$ cat config.mk
export PLATFORM = sky130hd
export DESIGN_NAME = pmt_top
export DESIGN_NICKNAME = d
export VERILOG_FILES = /design/src/pmt_top.v
export VERILOG_INCLUDE_DIRS = /design/src /design/src/include
export SDC_FILE = /design/constraint.sdc
export NUM_CORES = 1
export LEC_CHECK = 0
export BUFFER_PORTS_ARGS = -buffer_cell sky130_fd_sc_hd__buf_2
export CORE_ASPECT_RATIO = 0.5
export CORE_UTILIZATION = 35
export CTS_BUF_LIST = sky130_fd_sc_hd__clkbuf_4 sky130_fd_sc_hd__clkbuf_8
export DETAILED_ROUTE_END_ITERATION = 10
export SLEW_MARGIN = 5
export SYNTH_ARGS = -nofsm -noshare
export SYNTH_HDL_FRONTEND = slang
export SYNTH_SLANG_ARGS = --single-unit
$ cat constraint.sdc
create_clock -name aclk -period 2.7 [get_ports aclk]
set_input_delay 0.27 -clock aclk [delete_from_list [all_inputs] [get_ports aclk]]
set_output_delay 0.27 -clock aclk [all_outputs]
set_load 0.02 [all_outputs]
$ cat src/include/pmt_regs.vh
`ifndef PMT_REGS_VH
`define PMT_REGS_VH

// ==========================================================
// Register map (byte addresses)
`define PMT_INST_STRIDE   8'h10
`define PMT_OFF_CONTROL   4'h0
`define PMT_OFF_PERIOD    4'h4
`define PMT_OFF_COUNT     4'h8
`define PMT_OFF_IRQ_FLAG  8'h30
`define PMT_OFF_IRQ_EN    8'h34
`define PMT_NUM_INST      3

// ==========================================================
// Control field positions
`define PMT_PRE_LSB       0
`define PMT_PRE_MSB       1
`define PMT_RUN_BIT       2
`define PMT_POST_LSB      3
`define PMT_POST_MSB      6
`define PMT_CTRL_MASK     8'h7f

// ==========================================================
// Reset values
`define PMT_RST_CONTROL   8'h00
`define PMT_RST_PERIOD    8'hff
`define PMT_RST_COUNT     8'h00

// ==========================================================
// Prescaler terminal counts (ratio minus one)
`define PMT_PRE_DIV1      6'h00
`define PMT_PRE_DIV4      6'h03
`define PMT_PRE_DIV16     6'h0f
`define PMT_PRE_DIV64     6'h3f

// ==========================================================
// AXI responses
`define PMT_RESP_OKAY     2'b00
`define PMT_RESP_SLVERR   2'b10

`endif

$ cat src/pmt_top.v
// Function
// - Three identical independent timers, each with own registers, flag, enable.
// - Timers count only the instruction clock, after prescaling.
// - Eight-bit count starts at zero, increments per prescaled tick when enabled.
// - Control bits 1:0 pick prescale 1, 4, 16 or 64.
// - Count compared with period each cycle; match pulses, count clears next.
// - Match feeds postscaler; control bits 6:3 code N gives 1:(N+1).
// - Postscaler completion latches flag; enable gates it onto interrupt.
// - Count and period registers readable and writable at any time.
// - Reset clears count and sets period to all ones.
// - Count write, control write and reset clear prescaler and postscaler.
// - Control write leaves the count value untouched.
// - Unscaled match pulse of each timer goes out as PWM time base.
// - Only first timer offers its output as serial port shift clock.
// - During sleep all timer activity stops, count and period held.
// - Control bit 2 turns the timer on or off.
// - Control bit 7 reads zero and ignores writes.
//
// The implementer's own choices: register access over AXI4-Lite and the placing of the registers.
`include "pmt_regs.vh"

module pmt_top
(
  input  wire        aclk,
  input  wire        aresetn,
  input  wire [7:0]  s_axi_awaddr,
  input  wire        s_axi_awvalid,
  output reg         s_axi_awready,
  input  wire [31:0] s_axi_wdata,
  input  wire [3:0]  s_axi_wstrb,
  input  wire        s_axi_wvalid,
  output reg         s_axi_wready,
  output reg  [1:0]  s_axi_bresp,
  output reg         s_axi_bvalid,
  input  wire        s_axi_bready,
  input  wire [7:0]  s_axi_araddr,
  input  wire        s_axi_arvalid,
  output reg         s_axi_arready,
  output reg  [31:0] s_axi_rdata,
  output reg  [1:0]  s_axi_rresp,
  output reg         s_axi_rvalid,
  input  wire        s_axi_rready,
  input  wire        sleep,
  output reg  [2:0]  match_pulse,
  output reg         spi_shift_clk,
  output reg         irq
);

  // ==========================================================
  // Address decode
  // Returns {valid, instance(2), register(2)}; instance 3 is irq space
  function [4:0] pmt_decode;
    input [7:0] addr;
    begin
      if (addr == `PMT_OFF_IRQ_FLAG)
        pmt_decode = {1'b1, 2'd3, 2'd0};
      else if (addr == `PMT_OFF_IRQ_EN)
        pmt_decode = {1'b1, 2'd3, 2'd1};
      else if (addr[7:4] < `PMT_NUM_INST && addr[3:0] == `PMT_OFF_CONTROL)
        pmt_decode = {1'b1, addr[5:4], 2'd0};
      else if (addr[7:4] < `PMT_NUM_INST && addr[3:0] == `PMT_OFF_PERIOD)
        pmt_decode = {1'b1, addr[5:4], 2'd1};
      else if (addr[7:4] < `PMT_NUM_INST && addr[3:0] == `PMT_OFF_COUNT)
        pmt_decode = {1'b1, addr[5:4], 2'd2};
      else
        pmt_decode = 5'h00;
    end
  endfunction

  function [5:0] pmt_pre_term;
    input [1:0] sel;
    begin
      case (sel)
        2'd0:    pmt_pre_term = `PMT_PRE_DIV1;
        2'd1:    pmt_pre_term = `PMT_PRE_DIV4;
        2'd2:    pmt_pre_term = `PMT_PRE_DIV16;
        default: pmt_pre_term = `PMT_PRE_DIV64;
      endcase
    end
  endfunction

  // ==========================================================
  // Per-instance state
  reg  [7:0] timer_control [0:2];
  reg  [7:0] period_value  [0:2];
  reg  [7:0] count_value   [0:2];
  reg  [5:0] pre_cnt       [0:2];
  reg  [3:0] post_cnt      [0:2];
  reg  [2:0] match_irq_flag;
  reg  [2:0] match_irq_enable;

  wire [4:0] wdec = pmt_decode(s_axi_awaddr);
  wire [4:0] rdec = pmt_decode(s_axi_araddr);
  wire       wr_fire = s_axi_awvalid & s_axi_awready &
                       s_axi_wvalid & s_axi_wready;
  wire       wr_lo   = wr_fire & s_axi_wstrb[0] & wdec[4];
  wire [7:0] wbyte   = s_axi_wdata[7:0];

  // ==========================================================
  // Write channel: take address and data together, answer next
  always @(posedge aclk)
  begin
    if (!aresetn)
    begin
      s_axi_awready <= 1'b0;
      s_axi_wready  <= 1'b0;
      s_axi_bvalid  <= 1'b0;
      s_axi_bresp   <= `PMT_RESP_OKAY;
    end
    else
    begin
      if (wr_fire)
      begin
        s_axi_awready <= 1'b0;
        s_axi_wready  <= 1'b0;
        s_axi_bvalid  <= 1'b1;
        s_axi_bresp   <= wdec[4] ? `PMT_RESP_OKAY : `PMT_RESP_SLVERR;
      end
      else if (s_axi_awvalid && s_axi_wvalid && !s_axi_bvalid &&
               !s_axi_awready)
      begin
        s_axi_awready <= 1'b1;
        s_axi_wready  <= 1'b1;
      end
      if (s_axi_bvalid && s_axi_bready)
        s_axi_bvalid <= 1'b0;
    end
  end

  // ==========================================================
  // Read channel: one cycle of arready, data the cycle after
  reg [7:0] rbyte;
  integer   r;

  always @*
  begin
    rbyte = 8'h00;
    for (r = 0; r < `PMT_NUM_INST; r = r + 1)
    begin
      // Unmapped reads return zero rather than timer 0's control byte
      if (rdec[4] && rdec[3:2] == r)
      begin
        if (rdec[1:0] == 2'd0)
          rbyte = timer_control[r] & `PMT_CTRL_MASK;
        else if (rdec[1:0] == 2'd1)
          rbyte = period_value[r];
        else if (rdec[1:0] == 2'd2)
          rbyte = count_value[r];
      end
    end
    if (rdec[3:2] == 2'd3)
      rbyte = (rdec[1:0] == 2'd0) ? {5'h00, match_irq_flag} :
                                    {5'h00, match_irq_enable};
  end

  always @(posedge aclk)
  begin
    if (!aresetn)
    begin
      s_axi_arready <= 1'b0;
      s_axi_rvalid  <= 1'b0;
      s_axi_rdata   <= 32'h0000_0000;
      s_axi_rresp   <= `PMT_RESP_OKAY;
    end
    else
    begin
      if (s_axi_arvalid && s_axi_arready)
      begin
        s_axi_arready <= 1'b0;
        s_axi_rvalid  <= 1'b1;
        s_axi_rdata   <= {24'h00_0000, rbyte};
        s_axi_rresp   <= rdec[4] ? `PMT_RESP_OKAY : `PMT_RESP_SLVERR;
      end
      else if (s_axi_arvalid && !s_axi_rvalid && !s_axi_arready)
        s_axi_arready <= 1'b1;
      if (s_axi_rvalid && s_axi_rready)
        s_axi_rvalid <= 1'b0;
    end
  end

  // ==========================================================
  // Timer strobes, worked out before each edge of aclk
  reg  [2:0] wr_ctrl;
  reg  [2:0] wr_per;
  reg  [2:0] wr_cnt;
  reg  [2:0] run;
  reg  [2:0] tick;
  reg  [2:0] hit;
  reg  [2:0] post_done;
  reg  [2:0] flag_set;
  reg  [2:0] flag_clr;
  integer    j;
  integer    i_reg;
  integer    i_scl;
  integer    i_cnt;

  always @*
  begin
    wr_ctrl   = 3'b000;
    wr_per    = 3'b000;
    wr_cnt    = 3'b000;
    run       = 3'b000;
    tick      = 3'b000;
    hit       = 3'b000;
    post_done = 3'b000;
    flag_clr  = 3'b000;
    for (j = 0; j < `PMT_NUM_INST; j = j + 1)
    begin
      wr_ctrl[j] = wr_lo && wdec[3:2] == j && wdec[1:0] == 2'd0;
      wr_per[j]  = wr_lo && wdec[3:2] == j && wdec[1:0] == 2'd1;
      wr_cnt[j]  = wr_lo && wdec[3:2] == j && wdec[1:0] == 2'd2;
      // Sleep freezes the timer; bus writes still land
      run[j] = timer_control[j][`PMT_RUN_BIT] && !sleep;
      tick[j] = run[j] && pre_cnt[j] ==
                pmt_pre_term(timer_control[j][`PMT_PRE_MSB:`PMT_PRE_LSB]);
      hit[j] = tick[j] && count_value[j] == period_value[j];
      post_done[j] = hit[j] && post_cnt[j] ==
                     timer_control[j][`PMT_POST_MSB:`PMT_POST_LSB];
    end
    // A control write restarts the postscaler, so it beats a completion
    flag_set = post_done & ~wr_ctrl;
    if (wr_lo && wdec[3:0] == 4'hc)
      flag_clr = wbyte[2:0];
  end

  // ==========================================================
  // Software registers
  always @(posedge aclk)
  begin
    if (!aresetn)
    begin
      for (i_reg = 0; i_reg < `PMT_NUM_INST; i_reg = i_reg + 1)
      begin
        timer_control[i_reg] <= `PMT_RST_CONTROL;
        period_value[i_reg]  <= `PMT_RST_PERIOD;
      end
      match_irq_enable <= 3'b000;
    end
    else
    begin
      for (i_reg = 0; i_reg < `PMT_NUM_INST; i_reg = i_reg + 1)
      begin
        if (wr_ctrl[i_reg])
          timer_control[i_reg] <= wbyte & `PMT_CTRL_MASK;
        if (wr_per[i_reg])
          period_value[i_reg] <= wbyte;
      end
      if (wr_lo && wdec[3:0] == 4'hd)
        match_irq_enable <= wbyte[2:0];
    end
  end

  // ==========================================================
  // Prescaler and postscaler, on the instruction clock alone
  always @(posedge aclk)
  begin
    if (!aresetn)
    begin
      for (i_scl = 0; i_scl < `PMT_NUM_INST; i_scl = i_scl + 1)
      begin
        pre_cnt[i_scl]  <= 6'h00;
        post_cnt[i_scl] <= 4'h0;
      end
    end
    else
    begin
      for (i_scl = 0; i_scl < `PMT_NUM_INST; i_scl = i_scl + 1)
      begin
        if (wr_ctrl[i_scl] || wr_cnt[i_scl])
        begin
          // Count is left alone by a control write; only scalers restart
          pre_cnt[i_scl]  <= 6'h00;
          post_cnt[i_scl] <= 4'h0;
        end
        else if (run[i_scl])
        begin
          pre_cnt[i_scl] <= tick[i_scl] ? 6'h00 :
                            pre_cnt[i_scl] + 6'h01;
          if (hit[i_scl])
            post_cnt[i_scl] <= post_done[i_scl] ? 4'h0 :
                               post_cnt[i_scl] + 4'h1;
        end
      end
    end
  end

  // ==========================================================
  // Count registers
  always @(posedge aclk)
  begin
    if (!aresetn)
    begin
      for (i_cnt = 0; i_cnt < `PMT_NUM_INST; i_cnt = i_cnt + 1)
        count_value[i_cnt] <= `PMT_RST_COUNT;
    end
    else
    begin
      for (i_cnt = 0; i_cnt < `PMT_NUM_INST; i_cnt = i_cnt + 1)
      begin
        // A software write wins over a same-cycle tick
        if (wr_cnt[i_cnt])
          count_value[i_cnt] <= wbyte;
        else if (tick[i_cnt])
          count_value[i_cnt] <= hit[i_cnt] ? `PMT_RST_COUNT :
                                count_value[i_cnt] + 8'h01;
      end
    end
  end

  // ==========================================================
  // Match pulses and latched flags
  always @(posedge aclk)
  begin
    if (!aresetn)
    begin
      match_pulse    <= 3'b000;
      match_irq_flag <= 3'b000;
    end
    else
    begin
      // No pulse when a control write restarts the scalers
      match_pulse    <= hit & ~wr_ctrl;
      // A new completion beats a same-cycle software clear
      match_irq_flag <= (match_irq_flag & ~flag_clr) | flag_set;
    end
  end

  // ==========================================================
  // Interrupt and serial clock outputs
  always @(posedge aclk)
  begin
    if (!aresetn)
    begin
      irq           <= 1'b0;
      spi_shift_clk <= 1'b0;
    end
    else
    begin
      // One cycle behind the flag so the output stays registered
      irq <= |(match_irq_flag & match_irq_enable);
      // Only instance 0 drives the serial port clock source
      if (match_pulse[0])
        spi_shift_clk <= ~spi_shift_clk;
    end
  end

endmodule

==> results.py <==
metrics = {
    "run_status": {
        "outcome": "complete, no violations",
    },
    "yosys": {
        "synth_most_common_cell": "sky130_fd_sc_hd__edfxtp_1",
        "syn_inst": 689,
        "post_synthesis_average_cell_area_sq_um": 10.10,
        "basic_gate_share_of_the_synthesized_area_counting_and_or_nand_and_nor_cells_pct": 20.52,
        "synth.largest_area_cell": "sky130_fd_sc_hd__edfxtp_1",
        "area_share_of_the_largest_cell_type_after_synthesis_pct": 42.70,
        "post_synth_xor_area_fraction_pct": 9.184,
        "synthAdderAreaFrac_pct": 1.618,
        "netlist_top_cells_count": "sky130_fd_sc_hd__edfxtp_1, sky130_fd_sc_hd__nand2_1, sky130_fd_sc_hd__nor2_1",
        "largest_family_of_logic_cells_by_synthesized_area": "simple AND/OR/NAND/NOR gates",
        "synth.yosys.warnings": 0,
        "synth_cell_area_sq_um": 6962,
        "postSynth.asyncResetShare_pct": 0,
        "post_synth_num_cell_types": 60,
        "dominantRegCellSynth": "sky130_fd_sc_hd__edfxtp_1",
        "synth_compound_gate_area_share_pct": 12.53,
        "synth.yosys.seq_area_share_pct": 49.89,
        "post_synth_mux_area_share_pct": 0.8807,
        "synth.ff_latch_count": 124,
        "synth.top_cells.by_area": "sky130_fd_sc_hd__edfxtp_1, sky130_fd_sc_hd__dfxtp_1, sky130_fd_sc_hd__xnor2_1",
        "synth_enable_flop_cells": 99,
    },
    "global_routing": {
        "grt_pass1_vias": 4905,
        "grt_overflow": 0,
        "grt_max_degree": 24,
        "wire_length_of_the_first_global_routing_pass_um": 28160,
        "globalRouteTotalUtil_pct": 18.43,
        "antenna_found_initial": 0,
    },
    "critical_path": {
        "arrival_ps": 2770,
        "worst-r2r-cell-count": 6,
        "cp_slowest_stage_delay_ps": 610,
        "timing.rr.start": "pre_cnt[0][0]",
        "worst_path_dominant_cell_family": "simple AND/OR/NAND/NOR gates",
        "timing_worst_setup_path_type": "reg2reg",
        "critical_path.n_buffers_inverters": 0,
        "critPathRequiredTime_ps": 2990,
        "kind_of_start_point_of_the_critical_path": "flip-flop",
        "timing.critical_path.to_type": "flip-flop",
        "r2r_setup_slack_ps": 230,
        "path_cells": "nand2_2, a2111oi_4, o311ai_2, or3b_1, or3_1, a21oi_1",
        "crit_path_max_fanout": 16,
        "regToRegEndpoint": "count_value[0][6]",
        "cp_slowest_cell": "sky130_fd_sc_hd__or3b_1",
    },
    "power": {
        "power-per-cell-area_nw_per_um2": 554.2,
        "vdd.ir_drop.worst_v": 0.0002460,
        "p_leak_nw": 2.897,
    },
    "clocking": {
        "cts-root-buf": "sky130_fd_sc_hd__clkbuf_8",
        "worst_setup_hold_path_clk_slew_ps": 80,
        "clock_tree.buffer_depth": 2,
        "cts_tree": "yes",
        "clk_latency_ps": 440,
        "cts_num_sinks": 124,
        "clock_tree.htree_level_count": 4,
        "cts_buffers": 17,
    },
    "finish": {
        "syn_to_final_growth_pct": 15.31,
        "design.final.nets": 834,
        "num_antenna_cells": 0,
        "layout.cells.non_filler": 1044,
        "finish.utilization_pct": 41.26,
        "n_fill_cell": 1902,
        "proportion_of_layout_cells_with_a_drive_suffix_above_1_pct": 17.35,
    },
    "placement": {
        "post-place-cells": 1012,
        "number_of_input_and_output_port_buffers_inserted": 52,
        "place.gp.congestion": 0.9305,
        "sum_of_net_half_perimeters_after_detailed_placement_um": 14050,
        "dp_slack_ps": 26.09,
    },
    "timing": {
        "timing.slew.headroom_pct": 49.75,
        "clock-skew-final_ps": 13.88,
        "period_minus_slack_ps": 2475,
        "finalSetupTns_ps": 0,
        "tightestPinTransition_ps": 744.3,
        "final_hold_viol_count": 0,
        "post-route-period-util_pct": 91.66,
        "slew_viol_final": 0,
        "grt_setup_unrepaired": "no",
        "achievable-frequency_ghz": 0.4041,
        "setup_viol_count_final": 0,
        "final_critical_path_setup_slack_ps": 225.2,
    },
    "floorplanning": {
        "initial_core_util_pct": 35.78,
        "number_of_rows_created_at_floorplan": 36,
        "coreArea_sq_um": 19460,
        "fp.dieW_um": 201.5,
        "num_io_pins": 106,
        "die_area_sq_um": 20490,
        "die_h_um": 101.7,
    },
    "min_path": {
        "worst_hold_path.num_cells": 3,
        "worstHoldPathType": "in2reg",
        "min_from": "s_axi_bready",
        "whs_endpoint": "s_axi_bvalid",
    },
    "drt": {
        "avgViaCountPerCell": 5.218,
        "drt-pass1-iter-count": 5,
        "ant_nets": 0,
        "totalWireLength_um": 18620,
        "avgRoutedWirePerCell_um": 17.83,
        "vias": 5448,
        "post_route_drc": 0,
        "initialDrtViolationCount": 491,
    },
    "flow_run": {
        "max_cap_viol_count": 0,
    },
}
==> tightest hold or removal path: stages <==
cell                       delay, ps
sky130_fd_sc_hd__buf_2            70
sky130_fd_sc_hd__nand2b_1         80
sky130_fd_sc_hd__a21oi_1          60
==> state kept, by name (all words and copies together), names as in the netlist <==
register,flops
count_value,24
period_value,24
timer_control,21
pre_cnt,18
post_cnt,12
s_axi_rdata,8
match_irq_enable,3
match_irq_flag,3
match_pulse,3
irq,1
s_axi_arready,1
s_axi_bresp,1
s_axi_bvalid,1
s_axi_rresp,1
s_axi_rvalid,1
s_axi_wready,1
spi_shift_clk,1
==> final cells by class <==
type / count / area [sq um] / area share [%]
multi-input cells: 526 / 3216 / 40.06
inverters: 16 / 60.06 / 0.7481
clock buffers: 19 / 249.0 / 3.102
clock inverters: 13 / 214.0 / 2.665
repair buffers: 80 / 483.0 / 6.016
well taps: 266 / 332.8 / 4.146
flip-flops and latches: 124 / 3473 / 43.27
==> how the worst max path moves through the flow <==
stage                              from                end  cells after the start
final                     pre_cnt[0][0]  count_value[0][6]                      6
after global routing      pre_cnt[2][1]  count_value[2][1]                      5
after CTS                 pre_cnt[2][1]  count_value[2][5]                      6
after detailed placement  pre_cnt[2][1]  count_value[2][5]                      6
after global placement    pre_cnt[2][1]  count_value[2][4]                      6
after floorplan            s_axi_wready  match_irq_flag[0]                      6
==> power by group <==
| group | leakage (nW) | internal [mW] | switching, mW |
|---|---|---|---|
| sequential | 1.15 | 2.11 | 0.0744 |
| clock | 0.228 | 1.13 | 0.785 |
| combinational | 1.52 | 0.121 | 0.227 |
| total | 2.90 | 3.36 | 1.09 |
==> cells in the final DEF (no fill, tap or decap), drive strengths merged, types with 3 or more instances in the layout <==
| cell | Yosys | layout |
|---|---|---|
| nor2b | 4 | 4 |
| buf | 32 | 80 |
| bufinv | 0 | 5 |
| nor4 | 12 | 12 |
| o21bai | 4 | 4 |
| conb | 1 | 26 |
| a22oi | 11 | 11 |
| or3 | 19 | 19 |
| clkbuf | 16 | 19 |
| and2 | 8 | 8 |
| or2 | 9 | 9 |
| o22ai | 9 | 9 |
| o2bb2ai | 3 | 3 |
| a31oi | 6 | 6 |
| nand2 | 70 | 70 |
| mux2i | 5 | 5 |
| ha | 9 | 9 |
| clkinv | 0 | 4 |
| and3 | 10 | 10 |
| edfxtp | 99 | 99 |
| or3b | 7 | 7 |
| a21o | 7 | 7 |
| a2111oi | 4 | 4 |
| nand4 | 12 | 12 |
| nand2b | 9 | 9 |
| o311ai | 5 | 5 |
| nor2 | 67 | 67 |
| xnor2 | 38 | 38 |
| nor3 | 13 | 13 |
| a211oi | 5 | 5 |
| a21oi | 36 | 36 |
| dfxtp | 25 | 25 |
| xor2 | 35 | 35 |
| inv | 16 | 18 |
| nand3 | 43 | 43 |
| o21ai | 21 | 21 |
==> metrics by stage <==
stage	power [mW]	hold slack, ps	instance area, sq um
6_report	4.449	90.23	8028
3_5_place_dp	2.574	447.0	7561
3_3_place_gp	2.568	442.4	7561
4_1_cts	4.476	67.05	8024
5_1_grt	4.601	66.12	8028
2_1_floorplan	2.461	417.2	7056
==> layer usage <==
metal	GRT usage, %	share of wire (%)	vias up
li1	-	-	2618
met1	26.05	46	2608
met2	28.81	45	199
met3	3.250	7.2	23
met4	5.828	1.7	0
met5	0	0	-
==> kinds of logic (layout without fill, tap and decap cells) <==
group | after synthesis | after routing
compound gates | 125 | 125
xor+xnor | 73 | 73
fa+ha+maj | 9 | 9
buf+inv | 64 | 128
flops | 124 | 124
mux | 6 | 6
other cells | 1 | 26
simple gates | 287 | 287
==> what timing repair did <==
action | 4_1_cts | 5_1_grt
hold buffers | 0 | 0
endpoints found under the setup margin | 0 | 8
buffers inserted | 0 | 0
resized for setup | 0 | 1
Power figures use the tool's default switching activity.
